[src/adc_fmt_pkg.sv]
// Shared constants and types of the converter output formatter.
package adc_fmt_pkg;

  // Datapath sizing.
  localparam int DATA_W = 14;
  localparam int FIFO_DEPTH = 16;

  // Serial configuration word layout.
  localparam int FRAME_BITS = 16;
  localparam int HDR_BITS = 8;
  localparam int CNT_W = 5;

  // Register offsets on the serial port.
  localparam logic [6:0] ADDR_RESET = 7'h00;
  localparam logic [6:0] ADDR_FORMAT = 7'h04;

  // Field positions.
  localparam int SRST_BIT = 7;
  localparam int PAT_MSB = 5;
  localparam int PAT_LSB = 3;
  localparam int POL_BIT = 2;
  localparam int SCR_BIT = 1;
  localparam int TWOS_BIT = 0;

  // Reset value of the format register.
  localparam logic [7:0] FORMAT_RESET = 8'h00;

  // Test pattern selector codes.
  localparam logic [2:0] PAT_OFF = 3'h0;
  localparam logic [2:0] PAT_ZEROS = 3'h1;
  localparam logic [2:0] PAT_ONES = 3'h3;
  localparam logic [2:0] PAT_CHECKER = 3'h5;
  localparam logic [2:0] PAT_TOGGLE = 3'h7;

  // Checkerboard first phase: overflow then data bits.
  localparam logic [DATA_W:0] CHECKER_WORD = 15'h5555;

  // Serial port sequencing.
  typedef enum logic [1:0] {SPI_IDLE, SPI_SHIFT, SPI_DONE} spi_state_e;

  // One output sample: overflow flag above the data bits.
  typedef struct packed {
    logic overflow_flag;
    logic [DATA_W-1:0] data;
  } sample_s;

endpackage : adc_fmt_pkg

[src/adc_output_data_formatter.sv]
// Output data formatter with serial format register and sample FIFO.
`timescale 1ns/100ps

////////////////////////////////////////////////////////////////////////////
module sample_fifo #(
  parameter int WIDTH = 15,
  parameter int DEPTH = 16
) (
  // Clock and reset.
  input wire logic core_clk,
  input wire logic nrst,
  // Filling side.
  input wire logic in_valid,
  output logic in_ready,
  input wire logic [WIDTH-1:0] in_data,
  // Draining side.
  input wire logic out_ready,
  output logic out_valid,
  output logic [WIDTH-1:0] out_data
);
  localparam int AW = $clog2(DEPTH);

  logic [WIDTH-1:0] mem [DEPTH];
  logic [AW:0] wr_ptr_q;
  logic [AW:0] rd_ptr_q;
  logic push;
  logic pop;

  // Extra pointer bit tells full from empty when the indices meet.
  assign out_valid = wr_ptr_q != rd_ptr_q;
  assign in_ready = !((wr_ptr_q[AW] != rd_ptr_q[AW])
                      && (wr_ptr_q[AW-1:0] == rd_ptr_q[AW-1:0]));
  assign push = in_valid && in_ready;
  assign pop = out_valid && out_ready;
  assign out_data = mem[rd_ptr_q[AW-1:0]];

  // Storage has no reset; only the pointers define what is valid.
  always_ff @(posedge core_clk) begin
    if (push) begin
      mem[wr_ptr_q[AW-1:0]] <= in_data;
    end
  end

  // Pointer movement.
  always_ff @(posedge core_clk or negedge nrst) begin
    if (!nrst) begin
      wr_ptr_q <= '0;
      rd_ptr_q <= '0;
    end else begin
      if (push) begin
        wr_ptr_q <= wr_ptr_q + 1'b1;
      end
      if (pop) begin
        rd_ptr_q <= rd_ptr_q + 1'b1;
      end
    end
  end
endmodule : sample_fifo

////////////////////////////////////////////////////////////////////////////
module adc_output_data_formatter #(
  parameter int FIFO_DEPTH = adc_fmt_pkg::FIFO_DEPTH
) (
  // Clock and reset.
  input wire logic core_clk,
  input wire logic nrst,
  // Serial configuration port; data out is open drain.
  input wire logic cs_n,
  input wire logic sck,
  input wire logic sdi,
  input wire logic sdo_i,
  output logic sdo_o,
  output logic sdo_oe,
  // Conversion words in.
  input wire logic sample_valid,
  output logic sample_ready,
  input wire adc_fmt_pkg::sample_s sample_in,
  // Formatted words out to the receiver.
  output logic out_valid,
  input wire logic out_ready,
  output adc_fmt_pkg::sample_s out_word
);
  import adc_fmt_pkg::*;

  spi_state_e spi_state_q;
  logic sck_q;
  logic sck_rise;
  logic [CNT_W-1:0] bit_cnt_q;
  logic [FRAME_BITS-1:0] shift_q;
  logic [FRAME_BITS-1:0] frame;
  logic hdr_done;
  logic frame_done;
  logic wr_commit;
  logic rd_commit;
  logic srst;
  logic [7:0] rd_shift_q;
  logic rd_act_q;
  logic [7:0] format_q;
  logic [7:0] rd_value;
  logic fifo_valid;
  logic take;
  logic phase_q;
  sample_s head;
  sample_s out_q;
  logic out_valid_q;

  ////////////////////////////////////////////////////////////////////////
  // Serial configuration port.
  // Pins are synchronous to core_clk, so a registered copy finds edges.
  assign sck_rise = sck && !sck_q;
  assign frame = {shift_q[FRAME_BITS-2:0], sdi};
  assign hdr_done = sck_rise && (spi_state_q == SPI_SHIFT)
                    && (bit_cnt_q == CNT_W'(HDR_BITS - 1));
  assign frame_done = sck_rise && (spi_state_q == SPI_SHIFT)
                      && (bit_cnt_q == CNT_W'(FRAME_BITS - 1));
  assign wr_commit = frame_done && !frame[FRAME_BITS-1];
  assign rd_commit = frame_done && frame[FRAME_BITS-1];
  assign srst = wr_commit && (frame[14:8] == ADDR_RESET)
                && frame[SRST_BIT];

  // Reset register is write only and reads as zero.
  always_comb begin
    rd_value = 8'h00;
    if ({shift_q[5:0], sdi} == ADDR_FORMAT) begin
      rd_value = format_q;
    end
  end

  // Frame sequencing; edges after the sixteenth are ignored.
  always_ff @(posedge core_clk or negedge nrst) begin
    if (!nrst) begin
      spi_state_q <= SPI_IDLE;
      sck_q <= 1'b0;
      bit_cnt_q <= '0;
      shift_q <= '0;
    end else begin
      sck_q <= sck;
      unique case (spi_state_q)
        SPI_IDLE: begin
          bit_cnt_q <= '0;
          if (!cs_n) begin
            spi_state_q <= SPI_SHIFT;
          end
        end
        SPI_SHIFT: begin
          if (cs_n) begin
            spi_state_q <= SPI_IDLE;
          end else if (sck_rise) begin
            shift_q <= frame;
            bit_cnt_q <= bit_cnt_q + 1'b1;
            if (frame_done) begin
              spi_state_q <= SPI_DONE;
            end
          end
        end
        SPI_DONE: begin
          if (cs_n) begin
            spi_state_q <= SPI_IDLE;
          end
        end
      endcase
    end
  end

  // Read back: after the header the register is shifted out MSB first.
  always_ff @(posedge core_clk or negedge nrst) begin
    if (!nrst) begin
      rd_shift_q <= 8'h00;
      rd_act_q <= 1'b0;
    end else if (cs_n) begin
      rd_act_q <= 1'b0;
    end else if (hdr_done && shift_q[6]) begin
      rd_shift_q <= rd_value;
      rd_act_q <= 1'b1;
    end else if (sck_rise && rd_act_q) begin
      rd_shift_q <= {rd_shift_q[6:0], 1'b0};
      rd_act_q <= !frame_done;
    end
  end

  // Open drain: only ever pulls low, the board pull-up gives the ones.
  assign sdo_o = 1'b0;
  assign sdo_oe = rd_act_q && !rd_shift_q[7];

  // Format register; a read frame never writes it.
  always_ff @(posedge core_clk or negedge nrst) begin
    if (!nrst) begin
      format_q <= FORMAT_RESET;
    end else if (srst) begin
      format_q <= FORMAT_RESET;
    end else if (wr_commit && (frame[14:8] == ADDR_FORMAT)) begin
      format_q <= frame[7:0];
    end
  end

  ////////////////////////////////////////////////////////////////////////
  // Sample path.
  sample_fifo #(
    .WIDTH($bits(sample_s)),
    .DEPTH(FIFO_DEPTH)
  ) u_fifo (
    .core_clk(core_clk),
    .nrst(nrst),
    .in_valid(sample_valid),
    .in_ready(sample_ready),
    .in_data(sample_in),
    .out_ready(take),
    .out_valid(fifo_valid),
    .out_data(head)
  );

  // Shapes one word. Coding first, then polarity, then scrambling, so the
  // receiver undoes them in reverse order.
  function automatic sample_s shape(input sample_s s, input logic [7:0] f,
                                    input logic ph);
    sample_s r;
    r = s;
    if (f[TWOS_BIT] && !f[POL_BIT]) begin
      r.data[DATA_W-1] = !s.data[DATA_W-1];
    end
    for (int i = 1; i < DATA_W; i += 2) begin
      r.data[i] = r.data[i] ^ f[POL_BIT];
    end
    if (f[SCR_BIT]) begin
      r.data[DATA_W-1:1] = r.data[DATA_W-1:1]
                           ^ {(DATA_W-1){r.data[0]}};
    end
    // Test patterns replace everything, overflow flag included.
    unique case (f[PAT_MSB:PAT_LSB])
      PAT_OFF: r = r;
      PAT_ZEROS: r = '0;
      PAT_ONES: r = '1;
      PAT_CHECKER: r = ph ? ~CHECKER_WORD : CHECKER_WORD;
      PAT_TOGGLE: r = ph ? '1 : '0;
      default: r = r;
    endcase
    return r;
  endfunction : shape

  // Output stage stalls the FIFO while the receiver holds off.
  assign take = fifo_valid && (!out_valid_q || out_ready);

  // Registered output word; the pattern phase advances once per sample.
  always_ff @(posedge core_clk or negedge nrst) begin
    if (!nrst) begin
      out_q <= '0;
      out_valid_q <= 1'b0;
      phase_q <= 1'b0;
    end else begin
      if (take) begin
        out_q <= shape(head, format_q, phase_q);
        phase_q <= !phase_q;
        out_valid_q <= 1'b1;
      end else if (out_ready) begin
        out_valid_q <= 1'b0;
      end
    end
  end

  assign out_valid = out_valid_q;
  assign out_word = out_q;
endmodule : adc_output_data_formatter

[config.mk]
export PLATFORM = sky130hd
export DESIGN_NAME = adc_output_data_formatter
export DESIGN_NICKNAME = d
export VERILOG_FILES = /design/src/adc_fmt_pkg.sv /design/src/adc_output_data_formatter.sv
export SDC_FILE = /design/constraint.sdc
export NUM_CORES = 1
export LEC_CHECK = 0
export ABC_AREA = 1
export ABC_CLOCK_PERIOD_IN_PS = 2900
export BUFFER_PORTS_ARGS = -buffer_cell sky130_fd_sc_hd__clkbuf_2
export CAP_MARGIN = 20
export CORE_UTILIZATION = 45
export DETAILED_ROUTE_END_ITERATION = 8
export PLACE_DENSITY = 0.73
export SETUP_SLACK_MARGIN = 0.3
export SLEW_MARGIN = 20
export SYNTH_ARGS = -nofsm -noshare
export SYNTH_HDL_FRONTEND = slang
export SYNTH_SLANG_ARGS = --single-unit
export TNS_END_PERCENT = 30
[constraint.sdc]
create_clock -name core_clk -period 2.9 [get_ports core_clk]
set_input_delay 0.29 -clock core_clk [delete_from_list [all_inputs] [get_ports core_clk]]
set_output_delay 0.29 -clock core_clk [all_outputs]
set_load 0.01 [all_outputs]
# [After elaboration in Yosys (flattened, before gate mapping)]
# Memory sizes are Yosys's and may differ from the RTL's.
# Index checks and enable logic that the tools add are counted.
[totals] ff_bits=67 ramBits=240 inputBits=23 output_inout_bits=19 elab_cells=109 mem_count=1
[memory_table] name="u_fifo.mem" words=16 word_bits=15 rd=1 rd_clocked_by_memory_dff=0 wr=1 line_no="adc_output_data_formatter.sv:23" rtl="logic [WIDTH-1:0] mem [DEPTH];"
[op_classes] add_sub_neg=3 n_eq_ne=19 n_mux=27 bitwise=9 reduce_logical=37
[op_table] op="$pmux W15 S4" count=1
[op_table] op="$mux W8" count=5
[op_table] op="$mux W15" count=2
[op_table] op="$logic_and A1 B1 Y1" count=16
[op_table] op="$add A5 B1 Y5 const B" count=3
[op_table] op="$eq A7 B3 Y1 const B" count=2
[op_table] op="$mux W13" count=1
[op_table] op="$xor A13 B13 Y13" count=1
[op_table] op="$mux W2" count=5
[op_table] op="$mux W5" count=2
[op_table] op="$pmux W5 S2" count=1
[op_table] op="$logic_not A1 Y1" count=9
[op_table] op="$mux W1" count=9
[op_table] op="$ne A2 B2 Y1 const B" count=4
[op_table] op="$reduce_bool A2 Y1" count=4
[op_table] op="$logic_not A7 Y1" count=1
[op_table] op="$xor A1 B1 Y1" count=7
[op_table] op="$eq A3 B3 Y1 const B" count=2
[op_table] op="$ne A3 B3 Y1 const B" count=2
[op_table] op="$pmux W2 S3" count=1
[op_table] op="$reduce_and A3 Y1" count=2
[op_table] op="$eq A5 B3 Y1 const B" count=1
[op_table] op="$eq A5 B4 Y1 const B" count=1
[op_table] op="$ne A5 B5 Y1" count=1
[op_table] op="other kinds (12)" count=12

# [Logic depth before layout (Yosys ltp)]
[depth] depth_word=8 depth_mapped=15 depth_no_buf=13

# [Modules after synthesis]
# Synthesis repeated with hierarchy kept, for this count alone.
[unflattened] cells_unflattened=1314 hier_area_um2=13315.3
[modules_own_cells] module="sample_fifo" n_inst=1 cells_per_inst=937 area_per_inst_um2=10391.2 seq_area_each_um2=7457.2
[modules_own_cells] module="adc_output_data_formatter" n_inst=1 cells_per_inst=377 area_per_inst_um2=2924.1 seq_area_each_um2=1426.4

# [Worst setup path after synthesis]
# OpenSTA, ideal clock, no wires.
[synth_path] path_type="register -> register" from="register u_fifo.rd_ptr_q[0]" to="memory u_fifo.mem[11][0] (enable)" setup_time_ns=0.386 arrival_ns=1.927 t_required_ns=2.514 path_slack_ns=0.587 path_stages_with_launch=10 n_path_buf=1 period_less_slack_ns=2.313 path_cell_list="dfrtp_1 > inv_2 > buf_4 > nand2_1 > a21oi_1 > nand3b_1 > nand2_1 > inv_2 > nand2_1 > nor2_1"
[synth_between] elab_chain_cells=6
[synth_lines] element="start: declaration" line_no="adc_output_data_formatter.sv:25" rtl="logic [AW:0] rd_ptr_q;"
[synth_lines] element="start signal: assignment" line_no="adc_output_data_formatter.sv:54" rtl="rd_ptr_q <= rd_ptr_q + 1'b1;"
[synth_lines] element="$eq A4 B4 Y1" line_no="adc_output_data_formatter.sv:32" rtl="&& (wr_ptr_q[AW-1:0] == rd_ptr_q[AW-1:0]));"
[synth_lines] element="$logic_and A1 B1 Y1" line_no="adc_output_data_formatter.sv:32"
[synth_lines] element="$logic_not A1 Y1" line_no="adc_output_data_formatter.sv:31" rtl="assign in_ready = !((wr_ptr_q[AW] != rd_ptr_q[AW])"
[synth_lines] element="named net sample_ready" line_no="adc_output_data_formatter.sv:76" rtl="output logic sample_ready,"
[synth_lines] element="$logic_and A1 B1 Y1" line_no="adc_output_data_formatter.sv:33" rtl="assign push = in_valid && in_ready;"
[synth_lines] element="$mux W1" line_no="adc_output_data_formatter.sv:39" rtl="if (push) begin"
[synth_lines] element="$mux W1 (implied by the code)" line_no="adc_output_data_formatter.sv:40" rtl="mem[wr_ptr_q[AW-1:0]] <= in_data;"
[synth_lines] element="end: declaration" line_no="adc_output_data_formatter.sv:23"
# The timed path passes the listed nets, and every way through them passes these cells.

# [Final worst setup path]
[layout_path] from="register u_fifo.wr_ptr_q[0]" to="memory u_fifo.mem[12][9] (enable)"
[layout_between] elab_chain_cells=6
[layout_lines] element="start: declaration" line_no="adc_output_data_formatter.sv:24" rtl="logic [AW:0] wr_ptr_q;"
[layout_lines] element="start signal: assignment" line_no="adc_output_data_formatter.sv:51" rtl="wr_ptr_q <= wr_ptr_q + 1'b1;"
[layout_lines] element="$eq A4 B4 Y1" line_no="adc_output_data_formatter.sv:32"
[layout_lines] element="$logic_and A1 B1 Y1" line_no="adc_output_data_formatter.sv:32"
[layout_lines] element="$logic_not A1 Y1" line_no="adc_output_data_formatter.sv:31"
[layout_lines] element="$logic_and A1 B1 Y1" line_no="adc_output_data_formatter.sv:33"
[layout_lines] element="$mux W1" line_no="adc_output_data_formatter.sv:39"
[layout_lines] element="$mux W1 (implied by the code)" line_no="adc_output_data_formatter.sv:40"
# Parallel ways exist; a longest one is shown, timed or not.

==> results.cfg <==
[power_and_ir_drop]
clock_power_share_pct = 27.0
switching_share_pct = 36.94
power.switching_uw = 5524
power.internal_uw = 9431
total_power_uw = 14950
powerDensity_nw_per_um2 = 994.1
ir_worst_vdd_v = 0.0006321
p_comb_share_pct = 34.7
seqPwrFrac_pct = 38.3
p_leak_uw = 0.006147

[logic_synthesis]
synth.distinct_cells = 31
syn_area_um2 = 13160
async_reset_ff_share_pct = 21.82
yosysSeqAreaShare_pct = 67.51
ys.flop_type = edfxtp_1
synth-edff-count = 240
syn_area_per_cell_um2 = 10.47
syn_inst = 1257
ys_ff_latch = 307
yosys_warnings = 0
syn-num-nets = 1290

[critical_path]
start_kind = register
crit_required_ns = 3.17
r2r_end = u_fifo.mem[12][9]$_DFFE_PP_
cp_cell_sequence = inv_1, nand2_1, a21oi_1, nand3b_1, nand2_1, inv_2, nand2_1, buf_4, nor2_1, buf_4
cp-end-kind = register
reg2reg_depth = 10
worstPathArrival_ns = 2.77
cp_common_cell = nand2_1
rrSetupSlack_ns = 0.40
critical_path.slowest_cell = nor2_1
max_stage_delay_ns = 0.60
critical-path-top-delay-family = simple AND/OR/NAND/NOR gates
critPathKind = register to register
r2r-start = u_fifo.wr_ptr_q[0]$_DFFE_PN0P_
crit_buf_inv = 4
worst-path-max-fanout = 10

[global_route]
grt.overflow.total = 0
grt.met1_usage_pct = 28.54
grt_use_met3_pct = 3.738
antenna_found_initial = 1
grt_pass1_wl_mm = 49.61
globalRouteTotalUtil_pct = 21.36
grt_max_degree = 70
top_usage_layer = met2
grt_pass1_vias = 9107
use_met2_pct = 34.80

[die]
core_um2 = 28700
dieArea_um2 = 29930
num_rows = 62
dieWidth_um = 173
fp.dieH_um = 173
start_util_pct = 45.85
ioPinCount = 42

[sta]
finClkSkew_ns = 0.02333
fmax_ghz = 0.4006
post-route-period-util_pct = 86.08
max_slew.worst_pin.slew_ns = 0.9354
rsz0062_at_grt = yes
setup_tns_ns = 0
relSlewSlack_pct = 37.41
setup_viol = 0
timing_hold_violations_final = 0
layout_min_cycle_time_ns = 2.496
report.final.slew_viol_count = 0

[clock_tree]
clock-sinks = 307
cts_tree = built
clk_path_buf_depth = 3
cts_max_level = 1
cts.clk_slew.worst_paths_ns = 0.06
clockRootBuffer = clkbuf_16
cts_made_buffers = 31
cts_setup_buffers = 0
clk_latency_ns = 0.58

[final_layout]
layout_commonest_cell = nand2_1
finalNonFillerCells = 1735
layout_common_cells = nand2_1 (329), edfxtp_1 (240), inv_1 (133)
area_growth_syn_to_layout_pct = 14.32
fin_util_pct = 52.41
fillerInstances = 2450
layout.nets = 1358
drive_gt1_share_pct = 10.89

[worst_hold_path]
hold_end = out_valid$_DFFE_PN0P_
hold_depth = 4
worstHoldStart = out_ready
hold_class = primary input to register

[place]
port_buffers = 39
dp_hpwl_mm = 19.38
routabilityCongestion = 0.8590
placed_cells = 1672

[job]
drv_cap = 0

[drt]
first_pass_iters = 6
finalWirelength_mm = 31.74
drtAntennaViolNets = 0
routed_via_density = 5.267
wl_per_cell_um = 18.29
dr.first_iter.drc_count = 1030
drc = 0
num_vias = 9139

[run_status]
status = complete, no violations
[cell usage after synthesis (all sizes together), types with 2 or more instances]
| cell | count | share of area (%) |
|---|---|---|
| nand3 | 112 | 4.3 |
| ha | 10 | 0.95 |
| nor3 | 6 | 0.23 |
| xor2 | 10 | 0.67 |
| nor2 | 111 | 3.2 |
| o221ai | 2 | 0.13 |
| o31ai | 2 | 0.11 |
| nand2 | 329 | 9.4 |
| inv | 137 | 3.9 |
| nand3b | 6 | 0.34 |
| a21oi | 20 | 0.79 |
| nand4 | 4 | 0.19 |
| o22ai | 25 | 1.2 |
| o211ai | 13 | 0.74 |
| xnor2 | 3 | 0.20 |
| dfrtp | 67 | 13 |
| clkinv | 2 | 0.057 |
| edfxtp | 240 | 55 |
| clkbuf | 18 | 0.51 |
| o21ai | 99 | 3.8 |
| buf | 38 | 1.7 |
[how the worst max path moves through the flow]
stage	startpoint	end	slack (ns)	cells after the start
final	u_fifo.wr_ptr_q[0]$_DFFE_PN0P_	u_fifo.mem[12][9]$_DFFE_PP_	0.40	10
after global routing	u_fifo.wr_ptr_q[0]$_DFFE_PN0P_	u_fifo.mem[4][0]$_DFFE_PP_	0.17	9
after CTS	u_fifo.rd_ptr_q[0]$_DFFE_PN0P_	out_word[3]$_DFFE_PN0P_	0.33	15
after detailed placement	u_fifo.rd_ptr_q[0]$_DFFE_PN0P_	out_word[3]$_DFFE_PN0P_	0.36	15
after global placement	u_fifo.rd_ptr_q[0]$_DFFE_PN0P_	out_word[11]$_DFFE_PN0P_	0.40	15
after floorplan	u_fifo.rd_ptr_q[0]$_DFFE_PN0P_	u_fifo.mem[11][0]$_DFFE_PP_	0.59	9
[routing by layer]
| layer | wire length (um) | up-vias |
|---|---|---|
| met3 | 2277 | 92 |
| li1 | - | 4344 |
| met5 | 0 | - |
| met2 | 15170 | 344 |
| met4 | 1116 | 0 |
| met1 | 13170 | 4359 |
[kinds of logic (layout without fill, tap and decap cells)]
logic type,after synthesis,after routing,share of synthesized area [%]
other,1,2,0.02850
XOR/XNOR,13,13,0.8653
flip-flops,307,307,67.51
adder cells (fa/ha/maj),10,10,0.9508
AO/OA/AOI/OAI,162,162,6.789
AND/OR/NAND/NOR,569,569,17.66
buffers and inverters,195,288,6.199
[final cells by class]
| class | instances | area, um2 | area share (%) |
|---|---|---|---|
| Clock buffer | 46 | 922.1 | 6.130 |
| Clock inverter | 12 | 125.1 | 0.8317 |
| Inverter | 139 | 523.0 | 3.477 |
| Sequential cell | 307 | 8889 | 59.09 |
| Tap cell | 384 | 480.5 | 3.194 |
| Multi-Input combinational cell | 755 | 3467 | 23.05 |
| Antenna cell | 1 | 2.502 | 0.01663 |
| Timing Repair Buffer | 91 | 634.4 | 4.217 |
[worst register-to-register path: stages, from the launching register on]
cell and delay (ns):
dfrtp_1 0.42, inv_1 0.13, nand2_1 0.09, a21oi_1 0.08
nand3b_1 0.11, nand2_1 0.10, inv_2 0.10, nand2_1 0.07
buf_4 0.15, nor2_1 0.60, buf_4 0.36
[repair_timing]
action                                  in CTS  in global routing
hold buffers                                 4                  0
hold endpoints to repair                    32                  0
endpoints found under the setup margin       0                 55
gates resized for setup                      0                  4
[stage by stage]
| step | hold WS [ns] | cell area (um2) | setup slack [ns] |
|---|---|---|---|
| finish | 0.03853 | 15040 | 0.4038 |
| global route | 0.04501 | 15040 | 0.1725 |
| floorplan | -0.005591 | 13160 | 0.5867 |
| global placement | 0.3678 | 13930 | 0.4041 |
| CTS | 0.03277 | 15020 | 0.3327 |
| detailed placement | 0.3779 | 13940 | 0.3646 |
[power groups by stage]
stage / combinational [uW] / clock, uW / sequential, uW
6_report: 5190 / 4040 / 5720
3_3_place_gp: 4960 / 0 / 5780
4_1_cts: 5140 / 4080 / 5720
3_5_place_dp: 5080 / 0 / 5810
5_1_grt: 5790 / 4250 / 5790
2_1_floorplan: 3520 / 0 / 5790
[sequential cells by signal, summed over array words and instances (netlist names)]
register         count
rd_act_q             1
u_fifo.mem         240
bit_cnt_q            5
rd_shift_q           8
sck_q                1
u_fifo.wr_ptr_q      5
spi_state_q          2
u_fifo.rd_ptr_q      5
shift_q             15
phase_q              1
out_word            15
out_valid            1
format_q             8
No activity file was read; power rests on OpenSTA's default activity.
